### src/common/port_pkg.sv
// Package: pin counts, register indices, field positions and reset values of the port block
package port_pkg;

    // Pin counts per port
    localparam int T_PINS = 4;
    localparam int S_PINS = 4;
    localparam int P_PINS = 6;
    localparam int L_PINS = 4;
    localparam int SYNC_W = T_PINS + S_PINS + P_PINS + L_PINS + 1;

    // Positions of each port inside the synchronised pin vector
    localparam int SYNC_T_LSB   = 0;
    localparam int SYNC_S_LSB   = 4;
    localparam int SYNC_P_LSB   = 8;
    localparam int SYNC_L_LSB   = 14;
    localparam int SYNC_DBG_BIT = 18;

    // Register indices; byte address is four times the index
    localparam logic [9:0] IDX_T_DATA   = 10'h240;
    localparam logic [9:0] IDX_T_INPUT  = 10'h241;
    localparam logic [9:0] IDX_T_DIR    = 10'h242;
    localparam logic [9:0] IDX_S_DATA   = 10'h248;
    localparam logic [9:0] IDX_S_DIR    = 10'h24A;
    localparam logic [9:0] IDX_P_DATA   = 10'h258;
    localparam logic [9:0] IDX_P_DIR    = 10'h25A;
    localparam logic [9:0] IDX_P_IE     = 10'h25C;
    localparam logic [9:0] IDX_P_POL    = 10'h25D;
    localparam logic [9:0] IDX_P_FLAG   = 10'h25F;
    localparam logic [9:0] IDX_L_INPUT  = 10'h278;
    localparam logic [9:0] IDX_L_IE     = 10'h27C;
    localparam logic [9:0] IDX_L_POL    = 10'h27D;
    localparam logic [9:0] IDX_L_FLAG   = 10'h27F;
    localparam logic [9:0] IDX_IRQ_CTRL = 10'h2A0;

    // Fields of the external interrupt control register
    localparam int IRQ_EN_BIT   = 0;
    localparam int IRQ_EDGE_BIT = 1;
    localparam int IRQ_FLAG_BIT = 2;

    // Pin positions with special functions
    localparam int PT_SCI_RX_BIT  = 0;
    localparam int PT_SHARED_BIT  = 1;
    localparam int PS_PHY_BIT     = 1;
    localparam int PS_SHARED_BIT  = 2;
    localparam int PS_SCI_TX_BIT  = 1;
    localparam int PS_SCI_RX_BIT  = 0;
    localparam int PP_IRQ_BIT     = 5;

    // Reset values
    localparam logic [7:0] REG_RST = 8'h00;

endpackage

### src/rtl/pin_sync.sv
// Two-stage synchroniser for asynchronous pin levels
`timescale 1ns/1ns
module pin_sync #(
    parameter int WIDTH = 1
) (
    // Clock and reset
    input  wire logic             core_clk,
    input  wire logic             sys_rst,
    // Asynchronous levels in, synchronised levels out
    input  wire logic [WIDTH-1:0] asyncIn,
    output logic      [WIDTH-1:0] syncOut
);

    typedef struct packed {
        logic [WIDTH-1:0] stage1;
        logic [WIDTH-1:0] stage2;
    } sync_s;

    sync_s s_q;
    sync_s s_d;

    // Stage one feeds only stage two, to keep metastability out of logic
    for (genvar i = 0; i < WIDTH; i++) begin : g_bit
        always_comb begin
            s_d.stage1[i] = asyncIn[i];
            s_d.stage2[i] = s_q.stage1[i];
        end
    end

    // No reset: mode pin must reach the core while reset is held
    always_ff @(posedge core_clk) begin
        s_q <= s_d;
    end

    assign syncOut = s_q.stage2;

endmodule

### src/rtl/port_pin_mux_and_gpio.sv
// Port integration logic: pin ownership, GPIO registers, pin interrupts, APB slave
//
// Summary of operation
// - Each pin's output goes to the highest listed function sharing it.
// - Port T GPIO output drives the pin from its data bit.
// - Data read gives stored bit if direction is 1, else synced pin level.
// - T bit 1: routed serial zero or phy driver beats timer and GPIO.
// - T bit 0: routed serial zero beats timer and GPIO.
// - On port T an enabled timer channel beats GPIO.
// - Port T input register is read only, bits 3..0 pin levels, rest zero.
// - S bit 2: enabled periodic interrupt clock output forces output.
// - S bit 2: enabled SPI sets direction from its own configuration.
// - S bit 2: routed serial one forces the pin to input.
// - S bit 2: routed PWM channel forces the pin to output.
// - Routed conversion trigger leaves direction to the direction bit.
// - Forced direction never alters the stored direction bit.
// - Port S direction 1 means output, 0 means input.
// - S bits 1 and 0: enabled serial interface sets direction.
// - S bit 1: routed line transceiver phy forces output.
// - Port L pins are inputs only with wake interrupt, from reset on.
// - Debug pin is mode select during reset, debug wire afterwards.
// - P bit 5 gives maskable interrupt, low level or falling edge.
// - Port P GPIO has per pin wake interrupt, GPIO after reset.
//
// Decided for this implementation: the APB slave port.
`timescale 1ns/1ns
module port_pin_mux_and_gpio
    import port_pkg::*;
(
    // Clock and reset
    input  wire logic                core_clk,
    input  wire logic                sys_rst,
    // APB slave
    input  wire logic                psel,
    input  wire logic                penable,
    input  wire logic                pwrite,
    input  wire logic [11:0]         paddr,
    input  wire logic [31:0]         pwdata,
    input  wire logic [3:0]          pstrb,
    output logic      [31:0]         prdata,
    output logic                     pready,
    output logic                     pslverr,
    // Package pins: input level, output value, output enable
    input  wire logic [T_PINS-1:0]   portTIn,
    output logic      [T_PINS-1:0]   portTOut,
    output logic      [T_PINS-1:0]   portTOe,
    input  wire logic [S_PINS-1:0]   portSIn,
    output logic      [S_PINS-1:0]   portSOut,
    output logic      [S_PINS-1:0]   portSOe,
    input  wire logic [P_PINS-1:0]   portPIn,
    output logic      [P_PINS-1:0]   portPOut,
    output logic      [P_PINS-1:0]   portPOe,
    input  wire logic [L_PINS-1:0]   portLIn,
    input  wire logic                debugWirePinIn,
    output logic                     debugWirePinOut,
    output logic                     debugWirePinOe,
    // Timer channels on port T
    input  wire logic [T_PINS-1:0]   timerChannelEn,
    input  wire logic [T_PINS-1:0]   timerChannelOut,
    input  wire logic [T_PINS-1:0]   timerChannelOe,
    // Routed serial interface zero on port T bits 1..0
    input  wire logic                serialZeroRouteEn,
    input  wire logic [1:0]          serialZeroOut,
    input  wire logic [1:0]          serialZeroOe,
    // Phy driver output routing
    input  wire logic                phyRouteToPortT,
    input  wire logic                phyRouteToPortS,
    input  wire logic                phyDriverOut,
    // Serial interface on port S bits 1..0
    input  wire logic                serialEn,
    input  wire logic [1:0]          serialOut,
    input  wire logic [1:0]          serialOe,
    // Functions sharing port S bit 2
    input  wire logic                periodicClockOutEn,
    input  wire logic                periodicClockOut,
    input  wire logic                spiEn,
    input  wire logic                spiOut,
    input  wire logic                spiOe,
    input  wire logic                serialOneRouteEn,
    input  wire logic                pwmRouteToPortS,
    input  wire logic                pwmRoutedOut,
    // PWM channels on port P
    input  wire logic [P_PINS-1:0]   pwmChannelEn,
    input  wire logic [P_PINS-1:0]   pwmChannelOut,
    // Debug module drive of the debug wire
    input  wire logic                debugDriveOut,
    input  wire logic                debugDriveOe,
    // Synchronised pin levels and interrupt requests
    output logic      [SYNC_W-1:0]   pinLevels,
    output logic                     bootModeSelect,
    output logic                     externalIntReq,
    output logic                     portPWakeIntReq,
    output logic                     portLWakeIntReq
);

    typedef struct packed {
        logic [T_PINS-1:0] tData;
        logic [T_PINS-1:0] tDir;
        logic [S_PINS-1:0] sData;
        logic [S_PINS-1:0] sDir;
        logic [P_PINS-1:0] pData;
        logic [P_PINS-1:0] pDir;
        logic [P_PINS-1:0] pIntEn;
        logic [P_PINS-1:0] pPol;
        logic [P_PINS-1:0] pFlag;
        logic [L_PINS-1:0] lIntEn;
        logic [L_PINS-1:0] lPol;
        logic [L_PINS-1:0] lFlag;
        logic              irqEn;
        logic              irqEdge;
        logic              irqFlag;
        logic [SYNC_W-1:0] prevSync;
        logic              bootMode;
        logic [31:0]       rdata;
        logic              ready;
        logic              slvErr;
        logic [T_PINS-1:0] tOut;
        logic [T_PINS-1:0] tOe;
        logic [S_PINS-1:0] sOut;
        logic [S_PINS-1:0] sOe;
        logic [P_PINS-1:0] pOut;
        logic [P_PINS-1:0] pOe;
        logic              dbgOut;
        logic              dbgOe;
        logic              irqReq;
        logic              pWakeReq;
        logic              lWakeReq;
    } state_s;

    state_s s_q;
    state_s s_d;
    state_s rstVal;

    logic [SYNC_W-1:0] syncLevel;
    logic [T_PINS-1:0] tLevel;
    logic [S_PINS-1:0] sLevel;
    logic [P_PINS-1:0] pLevel;
    logic [L_PINS-1:0] lLevel;
    logic              dbgLevel;
    logic [9:0]        regIdx;
    logic              setupPhase;
    logic              writeDone;
    logic [7:0]        wByte;
    logic [7:0]        rdByte;
    logic              addrHit;
    logic [P_PINS-1:0] pRise;
    logic [P_PINS-1:0] pFall;
    logic [L_PINS-1:0] lRise;
    logic [L_PINS-1:0] lFall;
    logic [P_PINS-1:0] pEvent;
    logic [L_PINS-1:0] lEvent;
    logic [P_PINS-1:0] pClear;
    logic [L_PINS-1:0] lClear;
    logic              irqFall;
    logic              irqClear;

    // Every pin level is synchronised before any logic looks at it
    pin_sync #(
        .WIDTH (SYNC_W)
    ) u_pin_sync (
        .core_clk (core_clk),
        .sys_rst  (sys_rst),
        .asyncIn  ({debugWirePinIn, portLIn, portPIn, portSIn, portTIn}),
        .syncOut  (syncLevel)
    );

    // Split synchronised levels per port
    assign tLevel   = syncLevel[SYNC_T_LSB +: T_PINS];
    assign sLevel   = syncLevel[SYNC_S_LSB +: S_PINS];
    assign pLevel   = syncLevel[SYNC_P_LSB +: P_PINS];
    assign lLevel   = syncLevel[SYNC_L_LSB +: L_PINS];
    assign dbgLevel = syncLevel[SYNC_DBG_BIT];

    // Bus decode; only the low byte lane carries register data
    assign regIdx     = paddr[11:2];
    assign setupPhase = psel & ~penable;
    assign writeDone  = psel & penable & s_q.ready & pwrite & pstrb[0];
    assign wByte      = pwdata[7:0];

    // Edge detection on synchronised levels against the previous sample
    assign pRise   = pLevel & ~s_q.prevSync[SYNC_P_LSB +: P_PINS];
    assign pFall   = ~pLevel & s_q.prevSync[SYNC_P_LSB +: P_PINS];
    assign lRise   = lLevel & ~s_q.prevSync[SYNC_L_LSB +: L_PINS];
    assign lFall   = ~lLevel & s_q.prevSync[SYNC_L_LSB +: L_PINS];
    assign pEvent  = (s_q.pPol & pRise) | (~s_q.pPol & pFall);
    assign lEvent  = (s_q.lPol & lRise) | (~s_q.lPol & lFall);
    assign irqFall = pFall[PP_IRQ_BIT];

    // Write-one-to-clear strobes for the flag registers
    assign pClear   = (writeDone && regIdx == IDX_P_FLAG) ? wByte[P_PINS-1:0] : '0;
    assign lClear   = (writeDone && regIdx == IDX_L_FLAG) ? wByte[L_PINS-1:0] : '0;
    assign irqClear = writeDone && regIdx == IDX_IRQ_CTRL && wByte[IRQ_FLAG_BIT];

    // Read mux; unmapped indices answer with an error and zero data
    always_comb begin
        rdByte  = 8'h00;
        addrHit = 1'b1;
        unique case (regIdx)
            IDX_T_DATA:   rdByte[T_PINS-1:0] = (s_q.tDir & s_q.tData) | (~s_q.tDir & tLevel);
            IDX_T_INPUT:  rdByte[T_PINS-1:0] = tLevel;
            IDX_T_DIR:    rdByte[T_PINS-1:0] = s_q.tDir;
            IDX_S_DATA:   rdByte[S_PINS-1:0] = (s_q.sDir & s_q.sData) | (~s_q.sDir & sLevel);
            IDX_S_DIR:    rdByte[S_PINS-1:0] = s_q.sDir;
            IDX_P_DATA:   rdByte[P_PINS-1:0] = (s_q.pDir & s_q.pData) | (~s_q.pDir & pLevel);
            IDX_P_DIR:    rdByte[P_PINS-1:0] = s_q.pDir;
            IDX_P_IE:     rdByte[P_PINS-1:0] = s_q.pIntEn;
            IDX_P_POL:    rdByte[P_PINS-1:0] = s_q.pPol;
            IDX_P_FLAG:   rdByte[P_PINS-1:0] = s_q.pFlag;
            IDX_L_INPUT:  rdByte[L_PINS-1:0] = lLevel;
            IDX_L_IE:     rdByte[L_PINS-1:0] = s_q.lIntEn;
            IDX_L_POL:    rdByte[L_PINS-1:0] = s_q.lPol;
            IDX_L_FLAG:   rdByte[L_PINS-1:0] = s_q.lFlag;
            IDX_IRQ_CTRL: begin
                rdByte[IRQ_EN_BIT]   = s_q.irqEn;
                rdByte[IRQ_EDGE_BIT] = s_q.irqEdge;
                rdByte[IRQ_FLAG_BIT] = s_q.irqFlag;
            end
            default:      addrHit = 1'b0;
        endcase
    end

    // Reset image; mode select pin is caught while reset is held
    always_comb begin
        rstVal          = '0;
        rstVal.tData    = REG_RST[T_PINS-1:0];
        rstVal.tDir     = REG_RST[T_PINS-1:0];
        rstVal.sData    = REG_RST[S_PINS-1:0];
        rstVal.sDir     = REG_RST[S_PINS-1:0];
        rstVal.pData    = REG_RST[P_PINS-1:0];
        rstVal.pDir     = REG_RST[P_PINS-1:0];
        rstVal.bootMode = dbgLevel;
        rstVal.prevSync = syncLevel; // No false edge after reset
    end

    // Next state: bus, registers, flags, then pin ownership
    always_comb begin
        s_d          = s_q;
        s_d.prevSync = syncLevel;

        // Answer one cycle after setup so data and ready come from flops
        s_d.ready  = setupPhase;
        s_d.slvErr = setupPhase & ~addrHit;
        s_d.rdata  = setupPhase ? {24'h000000, rdByte} : 32'h00000000;

        // Register writes; input-only registers ignore writes
        if (writeDone) begin
            unique case (regIdx)
                IDX_T_DATA:   s_d.tData  = wByte[T_PINS-1:0];
                IDX_T_DIR:    s_d.tDir   = wByte[T_PINS-1:0];
                IDX_S_DATA:   s_d.sData  = wByte[S_PINS-1:0];
                IDX_S_DIR:    s_d.sDir   = wByte[S_PINS-1:0];
                IDX_P_DATA:   s_d.pData  = wByte[P_PINS-1:0];
                IDX_P_DIR:    s_d.pDir   = wByte[P_PINS-1:0];
                IDX_P_IE:     s_d.pIntEn = wByte[P_PINS-1:0];
                IDX_P_POL:    s_d.pPol   = wByte[P_PINS-1:0];
                IDX_L_IE:     s_d.lIntEn = wByte[L_PINS-1:0];
                IDX_L_POL:    s_d.lPol   = wByte[L_PINS-1:0];
                IDX_IRQ_CTRL: begin
                    s_d.irqEn   = wByte[IRQ_EN_BIT];
                    s_d.irqEdge = wByte[IRQ_EDGE_BIT];
                end
                default:      s_d.tData = s_q.tData;
            endcase
        end

        // Sticky flags; a new event beats a clear in the same cycle
        s_d.pFlag   = (s_q.pFlag & ~pClear) | pEvent;
        s_d.lFlag   = (s_q.lFlag & ~lClear) | lEvent;
        s_d.irqFlag = (s_q.irqFlag & ~irqClear) | irqFall;

        // Request lines
        s_d.pWakeReq = |(s_q.pFlag & s_q.pIntEn);
        s_d.lWakeReq = |(s_q.lFlag & s_q.lIntEn);
        s_d.irqReq   = s_q.irqEn & (s_q.irqEdge ? s_q.irqFlag : ~pLevel[PP_IRQ_BIT]);

        // Port T: GPIO at the bottom, timer above it
        s_d.tOut = (timerChannelEn & timerChannelOut) | (~timerChannelEn & s_q.tData);
        s_d.tOe  = (timerChannelEn & timerChannelOe) | (~timerChannelEn & s_q.tDir);
        if (serialZeroRouteEn) begin
            s_d.tOut[PT_SCI_RX_BIT] = serialZeroOut[0];
            s_d.tOe[PT_SCI_RX_BIT]  = serialZeroOe[0];
        end
        if (serialZeroRouteEn) begin
            s_d.tOut[PT_SHARED_BIT] = serialZeroOut[1];
            s_d.tOe[PT_SHARED_BIT]  = serialZeroOe[1];
        end else if (phyRouteToPortT) begin
            s_d.tOut[PT_SHARED_BIT] = phyDriverOut;
            s_d.tOe[PT_SHARED_BIT]  = 1'b1;
        end

        // Port S: direction bit decides unless a function forces it
        s_d.sOut = s_q.sData;
        s_d.sOe  = s_q.sDir;
        if (serialEn) begin
            s_d.sOut[PS_SCI_RX_BIT] = serialOut[0];
            s_d.sOe[PS_SCI_RX_BIT]  = serialOe[0];
            s_d.sOut[PS_SCI_TX_BIT] = serialOut[1];
            s_d.sOe[PS_SCI_TX_BIT]  = serialOe[1];
        end else if (phyRouteToPortS) begin
            s_d.sOut[PS_PHY_BIT] = phyDriverOut;
            s_d.sOe[PS_PHY_BIT]  = 1'b1;
        end

        // Port S bit 2 in listed order; conversion trigger has no say
        if (periodicClockOutEn) begin
            s_d.sOut[PS_SHARED_BIT] = periodicClockOut;
            s_d.sOe[PS_SHARED_BIT]  = 1'b1;
        end else if (spiEn) begin
            s_d.sOut[PS_SHARED_BIT] = spiOut;
            s_d.sOe[PS_SHARED_BIT]  = spiOe;
        end else if (serialOneRouteEn) begin
            s_d.sOe[PS_SHARED_BIT] = 1'b0;
        end else if (pwmRouteToPortS) begin
            s_d.sOut[PS_SHARED_BIT] = pwmRoutedOut;
            s_d.sOe[PS_SHARED_BIT]  = 1'b1;
        end

        // Port P: PWM above GPIO; interrupt inputs never drive
        s_d.pOut = (pwmChannelEn & pwmChannelOut) | (~pwmChannelEn & s_q.pData);
        s_d.pOe  = pwmChannelEn | s_q.pDir;

        // Debug wire belongs to the debug module once out of reset
        s_d.dbgOut = debugDriveOut;
        s_d.dbgOe  = debugDriveOe;
    end

    // Synchronous reset; forced directions never touch stored bits
    always_ff @(posedge core_clk) begin
        if (sys_rst) begin
            s_q <= rstVal;
        end else begin
            s_q <= s_d;
        end
    end

    // Outputs straight from the state register
    assign prdata          = s_q.rdata;
    assign pready          = s_q.ready;
    assign pslverr         = s_q.slvErr;
    assign portTOut        = s_q.tOut;
    assign portTOe         = s_q.tOe;
    assign portSOut        = s_q.sOut;
    assign portSOe         = s_q.sOe;
    assign portPOut        = s_q.pOut;
    assign portPOe         = s_q.pOe;
    assign debugWirePinOut = s_q.dbgOut;
    assign debugWirePinOe  = s_q.dbgOe;
    assign pinLevels       = s_q.prevSync;
    assign bootModeSelect  = s_q.bootMode;
    assign externalIntReq  = s_q.irqReq;
    assign portPWakeIntReq = s_q.pWakeReq;
    assign portLWakeIntReq = s_q.lWakeReq;

endmodule

### config.mk
export PLATFORM = sky130hd
export DESIGN_NAME = port_pin_mux_and_gpio
export DESIGN_NICKNAME = d
export VERILOG_FILES = /design/src/common/port_pkg.sv /design/src/rtl/pin_sync.sv /design/src/rtl/port_pin_mux_and_gpio.sv
export SDC_FILE = /design/constraint.sdc
export NUM_CORES = 1
export LEC_CHECK = 0
export BUFFER_PORTS_ARGS = -buffer_cell sky130_fd_sc_hd__buf_2
export CAP_MARGIN = 20
export CORE_UTILIZATION = 30
export DETAILED_ROUTE_END_ITERATION = 10
export GPL_ROUTABILITY_DRIVEN = 0
export PLACE_DENSITY = 0.64
export REMOVE_ABC_BUFFERS = 1
export SYNTH_ARGS = -nofsm -noshare
export SYNTH_HDL_FRONTEND = slang
export SYNTH_HIERARCHICAL = 1
export SYNTH_SLANG_ARGS = --single-unit
### constraint.sdc
create_clock -name core_clk -period 2.55 [get_ports core_clk]
set_clock_uncertainty 0.05 [all_clocks]
set_input_delay 0.51 -clock core_clk [delete_from_list [all_inputs] [get_ports core_clk]]
set_output_delay 0.51 -clock core_clk [all_outputs]
set_load 0.01 [all_outputs]
# Yosys cells after proc, flatten, opt, wreduce, memory -nomap -nowiden

Cells that the tools add are included.

Add/sub/neg operators: 0
Multipliers: 0
Divide/modulo/power cells: 0
Magnitude comparators: 0
Equality and inequality tests: 15
Shift-type cells: 0
Muxes and demuxes: 27
Bitwise operators: 62
Reduce and logical (&&, ||, !) cells: 19

Operator list:

| operator             | number |
|---|---|
| $eq 10x10->1 const B | 15 |
| $and 6x6->6          | 10 |
| $and 4x4->4          | 14 |
| $pmux 3 s15          | 1 |
| $not 6->6            | 6 |
| $or 6x6->6           | 5 |
| $not 4->4            | 7 |
| $or 4x4->4           | 6 |
| $mux 1               | 22 |
| $reduce_and 2->1     | 11 |
| $reduce_or 15->1     | 1 |
| $pmux 1 s14          | 1 |
| $pmux 2 s5           | 1 |
| $and 1x1->1          | 8 |
| $mux 6               | 1 |
| $reduce_or 6->1      | 1 |
| $not 1->1            | 5 |
| $logic_and 1x1->1    | 4 |
| $mux 4               | 1 |
| $reduce_or 4->1      | 1 |
| $reduce_or 2->1      | 1 |
| $or 1x1->1           | 1 |

Bits in registers: 186
Bits in latches: 0
RAM bits: 0
Memory bits (read-only): 0
Bits of input ports: 119
Output and inout port bits: 87
Logic and storage cells: 157
Memories: 0

# Longest topological paths before layout

Gate-level depths: netlist (run 1).

Depth after elaboration: 9
Depth in mapped cells: 7
Mapped depth without buffers: 5

# Cells and area by module

Netlist (run 1), hierarchy kept.

Modules (own cells, without submodules):

| module                | times used | cells each | area an instance (sq um) | sequential area each (sq um) |
|---|---|---|---|---|
| port_pin_mux_and_gpio | 1          | 648        | 5856.9                   | 2452.4 |
| pin_sync              | 1          | 38         | 760.7                    | 760.7 |

# Worst setup path after synthesis (run 1)

OpenSTA, ideal clock, no wires.

Kind: in2reg
Start: in paddr[4]
End: reg s_q[144] (netlist bit)
Setup time: 0.128 ns
Data arrival time: 2.051 ns
Required time: 2.372 ns
Setup slack: 0.321 ns
Stages: 7
Path buffers: 2
Cell sequence: or3b_1 > or3_1 > buf_6 > or4_4 > buf_6 > mux2i_1 > nor2_1

Longest elaborated chain between the ends: 2

Ends and longest elaborated chain:

| item                       | RTL line                     | text |
|---|---|---|
| start: declaration         | port_pin_mux_and_gpio.sv:37  | `input wire logic [11:0] paddr,` |
| $eq 10x10->1               | port_pin_mux_and_gpio.sv:247 | `unique case (regIdx)` |
| $reduce_and 2->1 (no line) | n/a                          |  |
| end signal: assignment     | port_pin_mux_and_gpio.sv:330 | `s_q <= rstVal;` |
| end: declaration           | port_pin_mux_and_gpio.sv:130 | `state_s s_q;` |

No other way between the ends.
A chain may end at the register's enable or synchronous reset.

# Worst setup path in the final report (run 1)

Start: in paddr[4]
End: reg s_q[147] (netlist bit)

The elaborated chain is that of the path after synthesis.

==> key figures, run 1 <==
Status
  • Outcome: completed

Min path
  • Worst hold start: portTIn[2]
  • Worst Hold Class: in -> reg
  • Hold depth: 1
  • Hold Crit Endpoint: u_pin_sync/s_d[2]

Power
  • Sequential share of power: 0.479
  • Switching share of power: 0.249
  • Leakage power: about 3.3 nW
  • VDD IR max: roughly 0.41 mV
  • Psw: between 1 and 1.5 mW
  • Clock Power Share: 0.452
  • Internal: 4.13 mW
  • Logic pwr share: 0.069
  • Power density over the cells: around 700 mW/mm^2
  • Tot Pwr: between 5 and 6 mW

Die
  • Die ar.: 0.0227 mm^2
  • I/O pins: 206
  • Core Region: approximately 0.021 mm^2
  • Die width: ~150 um
  • Starting density of the core: 0.310
  • Chip Height: roughly 150 um
  • Num rows: 53

Routing
  • WL met1: just under 8000 um
  • Met2 routed WL: between 7000 and 8000 um
  • Iteration-0 DRC Markers: ~370
  • WL per Instance: around 16 um
  • Routed vias: around 5100
  • Vias/cell: approximately 4.7
  • ANT nets after route: 0
  • Met3 WL post-DR: around 1500 um
  • Post-Route WL: 17400 um
  • Top Metal Used: met5
  • Detailed Routing Iterations Pass 1: 4
  • Drt drc: 0

Critical path
  • Reg2reg path depth: 6
  • CP Capture Type: flop
  • Req. time, crit path: 2.80 ns
  • CP Cell Sequence: buf_2 -> or3b_1 -> or3_1 -> or4_4 -> mux2i_1 -> nor2_1
  • Critical Path Stages: 6
  • Max stage delay on crit path: between 0.5 and 0.6 ns
  • Critical Path AT: around 2.3 ns
  • Startpoint types: input pin
  • FF-to-FF End: s_q[147]
  • Critical path buffer and inverter count: 1
  • CP top delay family: simple AND/OR/NAND/NOR gates
  • Worst flop-to-flop path startpoint: pready
  • Worst path slowest cell: or4_4
  • Flop2flop setup slack: around 0.8 ns
  • Critical path class: in -> reg
  • Max Fanout on Critical Path: 8

Global route
  • Tot GR Track Use: 0.159
  • First-pass GRT wire length: around 27000 um
  • Largest net degree at the start of global routing: between 90 and 100
  • GRT overflow: 0
  • Initial antenna violation count: 6
  • Vias in the first global route: between 4000 and 5000

Placed design
  • Hpwl dp: around 13000 um
  • Port bufs: 148

Synth
  • Asr flop ratio synth: 0
  • Post-Syn Area: between 0.006 and 0.007 mm^2
  • Number of synthesized flops with an enable pin: 1
  • Sequential area share after synthesis: 0.486
  • Primary FF master, synth: dfxtp_1
  • Gate Count Post-Synth: between 600 and 700
  • Avg Synthesized Cell Area: between 9 and 10 um^2
  • Cell variety after synth: 64
  • FF+latch count, synth: 160
  • Yosys Warn Count: 6

Timing
  • Max Fclk: around 490 MHz
  • Final Hold Viols: 0
  • Final Setup Violations: 0
  • Final cycle utilization of the critical path: 0.792
  • Min Clock Period, post-route: around 2.0 ns
  • Setup tns final: 0 ns
  • Pins Over Slew Limit: 0
  • RSZ-0062 raised after global routing: no

Clock tree
  • H-tree Lvls: 4
  • CTS sink cnt: between 150 and 200
  • CTS Buf Count: 17
  • Clock transition at path regs: approximately 0.070 ns
  • # resized after CTS: 0
  • Hold-fix buffer count after cts: 0
  • Setup Fix Bufs, Post-CTS: 0
  • Root Driver: clkbuf_16
  • Clock tree buffer depth: 2
  • Skew-Pair Late Insertion Delay: ~0.43 ns
  • CTS tree: built

Layout
  • Most common cell after layout, fill and taps aside: dfxtp_1
  • Commonest non-fill, non-tap cells in the layout: dfxtp_1, buf_2, nor2_1
  • Synthesis-to-layout area growth: 18.9%
  • Post-layout nets: between 900 and 1000
  • Share of cells above drive strength 1: 0.276

Flow run
  • Max_cap viols: 0
==> through the flow <==
step / std cells / instance area, um^2 / utilization / setup slack [ns] / hold slack (ns)
finish: 1086 / 7870 / 0.368 / 0.529 / 0.126
global route: 1086 / 7870 / 0.368 / 0.421 / 0.106
global placement: 1052 / 7290 / 0.341 / 0.0960 / 0.262
detailed placement: 1052 / 7290 / 0.341 / 0.0899 / 0.262
CTS: 1084 / 7860 / 0.368 / 0.537 / 0.112
floorplan: 601 / 5980 / - / 0.388 / 0.260
==> routing by layer <==
layer / vias to the layer above / track usage
met2: 216 / 0.244
met4: 6 / 0.0662
met5: - / 0
li1: 2491 / -
met3: 33 / 0.0524
met1: 2335 / 0.203
==> logic make-up after synthesis <==
kind of cell / synth area share
AOI/OAI and AO/OA: 0.0921
adders and majority gates: 0.00151
buffers and inverters: 0.116
DFF: 0.486
muxes: 0.137
other: 0.000567
and+or+nand+nor: 0.167
==> power groups by stage <==
stage	registers (mW)	clock network [mW]	logic (mW)
6_report	2.63	2.48	0.380
5_1_grt	2.64	2.67	0.421
4_1_cts	2.63	2.56	0.380
3_5_place_dp	2.69	0	0.378
3_3_place_gp	2.68	0	0.374
2_1_floorplan	2.69	0	0.127
==> Yosys cell counts (all sizes together) (4+ instances only) <==
master,instances,area (um^2)
dfxtp,159,3180
nor2,113,427
buf,91,658
mux2i,84,841
a21oi,38,190
nand2,23,86.3
o21ai,20,100
clkbuf,19,71.3
nor2b,15,93.8
nor3,13,100
inv,11,41.3
nand3,9,45.0
a22oi,6,45.0
mux2,6,67.6
a211oi,5,37.5
a31oi,4,25.0
nand4b,4,35.0
nor3b,4,30.0
nor4,4,46.3
or3,4,25.0
==> registers in the layout, indices dropped and copies added (netlist names) <==
register,count
bootModeSelect,1
debugWirePinOe,1
debugWirePinOut,1
externalIntReq,1
pinLevels,19
portLWakeIntReq,1
portPOe,6
portPOut,6
portPWakeIntReq,1
portSOe,4
portSOut,4
portTOe,4
portTOut,4
prdata,6
pready,1
pslverr,1
s_d,2
s_q,59
u_pin_sync/s_d,19
u_pin_sync/syncOut,19
==> area by class of cell <==
class | count | area [um^2]
diodes | 2 | 5.00
clock buffers | 18 | 439
clock inverters | 14 | 131
fillers | 2155 | 13500
inverters | 11 | 41.3
multi-input cells | 430 | 2730
flip-flops and latches | 160 | 3210
well taps | 275 | 344
repair buffers | 176 | 966
==> worst max-delay path by stage <==
stage	startpoint	endpoint	slack [ns]
floorplan	paddr[4]	s_q[144]	0.39
detailed placement	paddr[4]	s_q[145]	0.09
global route	paddr[4]	prdata[0]	0.42
finish	paddr[4]	s_q[147]	0.53
global placement	paddr[4]	s_q[145]	0.1
CTS	paddr[4]	s_q[145]	0.54
Power figures use the tool's default switching activity.
==> run 2, diff against run 1 <==
- PLACE_DENSITY: 0.64 -> 0.65
- clock period: 2.55 -> 1.7 ns (I/O delays scaled with it)
==> run 2 against run 1 <==
Effect of this change: the run now ends with negative setup slack left; first-iteration DRC count down 16%; count of clock-buffer cells in the layout down 1; largest power group unchanged; sequential share of layout area decreased by 4.0 points; non-clock buffer count is 74 higher; global-route usage rose by 0.59 points; combinational power increased by 79%; final area rose by 11%; largest cell class unchanged.
==> key figures, run 2 (synthesis gave the netlist of run 1 again) <==
Die
  • Chip Height: ~150 um
  • Starting density of the core: 0.310
  • Num rows: between 50 and 60
  • Core Region: 0.0214 mm^2
  • Die ar.: roughly 0.023 mm^2
  • Die width: 151 um
  • I/O pins: 206

Clock tree
  • CTS Buf Count: 17
  • CTS sink cnt: 160
  • CTS tree: built
  • Clock tree buffer depth: 2
  • Skew-Pair Late Insertion Delay: between 0.4 and 0.5 ns
  • Root Driver: clkbuf_16
  • Clock transition at path regs: 0.07 ns
  • H-tree Lvls: 4

Timing
  • Relative slew slack: 0.664
  • Actual slew at the worst max-slew pin: 0.504 ns
  • Final Setup Violations: 12
  • Setup slack after layout: -0.0140 ns
  • RSZ-0062 raised after global routing: yes
  • Final cycle utilization of the critical path: 1.01
  • Setup tns final: -0.100 ns
  • Min Clock Period, post-route: roughly 1.7 ns
  • Max Fclk: just under 600 MHz
  • Final Hold Viols: 0
  • Pins Over Slew Limit: 0

Layout
  • Top reg by flops: s_q
  • Post-layout nets: approximately 990
  • Commonest non-fill, non-tap cells in the layout: dfxtp_1, buf_2, nor2_1
  • Cell Count, Final, Fillers Out: 1159
  • Synthesis-to-layout area growth: 31.8%
  • Share of cells above drive strength 1: 0.344
  • Most common cell after layout, fill and taps aside: dfxtp_1
  • Max FFs per register: 59

Power
  • Power density over the cells: just under 1000 mW/mm^2
  • Switching share of power: 0.250
  • VDD IR max: roughly 0.51 mV
  • Internal: 6.41 mW
  • Psw: 2.14 mW
  • Sequential share of power: 0.462
  • Leakage power: ~3.8 nW
  • Clock Power Share: 0.458
  • Logic pwr share: 0.080

Global route
  • Vias in the first global route: about 5000
  • Initial antenna violation count: 2
  • Tot GR Track Use: 0.165
  • Largest net degree at the start of global routing: 47
  • GRT overflow: 0
  • First-pass GRT wire length: 27600 um

Critical path
  • Critical path buffer and inverter count: 3
  • Max stage delay on crit path: 0.33 ns
  • Critical Path AT: 1.96 ns
  • CP Cell Sequence: and3_4 -> nand3_4 -> buf_12 -> buf_8 -> nor3_4 -> buf_6 -> mux2i_1 -> nor2_1
  • CP top delay family: simple AND/OR/NAND/NOR gates
  • Req. time, crit path: approximately 1.9 ns
  • CP Capture Type: flop
  • Startpoint types: flop
  • Max Fanout on Critical Path: 6
  • Worst path slowest cell: dfxtp_2
  • Critical path class: reg -> reg

Routing
  • Routed vias: between 5000 and 6000
  • ANT nets after route: 0
  • Post-Route WL: 18500 um
  • Drt drc: 0
  • WL per Instance: roughly 16 um
  • Iteration-0 DRC Markers: a little over 300
  • Detailed Routing Iterations Pass 1: 4
  • Vias/cell: around 4.6

Status
  • Outcome: finished with violations
  • Failing checks: negative setup slack

Placed design
  • Post-Place Cells: 1105
  • Hpwl dp: 13900 um
  • Port bufs: around 150

Min path
  • Worst Hold Class: in -> reg

Flow run
  • Max_cap viols: 0
## run 2: final cells by class
type | count | area, um^2
flip-flops and latches | 160 | 3210
fillers | 2089 | 12600
inverters | 11 | 41.3
clock buffers | 17 | 425
diodes | 1 | 2.50
repair buffers | 250 | 1630
well taps | 275 | 344
clock inverters | 15 | 174
multi-input cells | 430 | 2890
## run 2: power by group through the flow
stage / Clock [mW] / Sequential, mW / Combinational [mW]
after floorplan: 0 / 4.04 / 0.190
after global placement: 0 / 4.03 / 0.617
after detailed placement: 0 / 4.03 / 0.624
after CTS: 4.03 / 3.95 / 0.668
after global routing: 4.21 / 3.96 / 0.745
final: 3.91 / 3.95 / 0.681
## run 2: stage by stage
step	util	worst slack [ns]	hold WS (ns)	area (um^2)	power (mW)
final	0.408	-0.0140	0.0742	8720	8.54
after global routing	0.408	-0.0802	0.0583	8720	8.91
after CTS	0.402	-0.00167	0.0529	8590	8.64
after detailed placement	0.360	-0.509	0.262	7690	4.66
after global placement	0.360	-0.514	0.261	7690	4.64
after floorplan	-	-0.292	0.260	5980	4.23
## run 2: metal layers
metal	track usage	up-vias	routed length (um)
met5	0	-	23
met2	0.267	180	8580
met1	0.209	2437	8410
met3	0.0442	25	1140
met4	0.0586	4	353
li1	-	2644	-
## run 2: path summary, 6_finish.rpt
path                 startpoint                     end  slack (ns)  cells after the start
max                      pready                s_q[122]       -0.01                      8
min               debugDriveOut         debugWirePinOut        0.07                      2
max reg2reg              pready                s_q[122]       -0.01                      8
min reg2reg  u_pin_sync/s_d[13]  u_pin_sync/syncOut[13]        0.27                      0
## run 2: timing repair
action,CTS,global route
endpoints found under the hold margin,19,0
pin swaps,5,6
buffers inserted,1,0
cloned,1,0
hold buffers,19,0
gates resized for setup,14,30
endpoints found under the setup margin,39,53
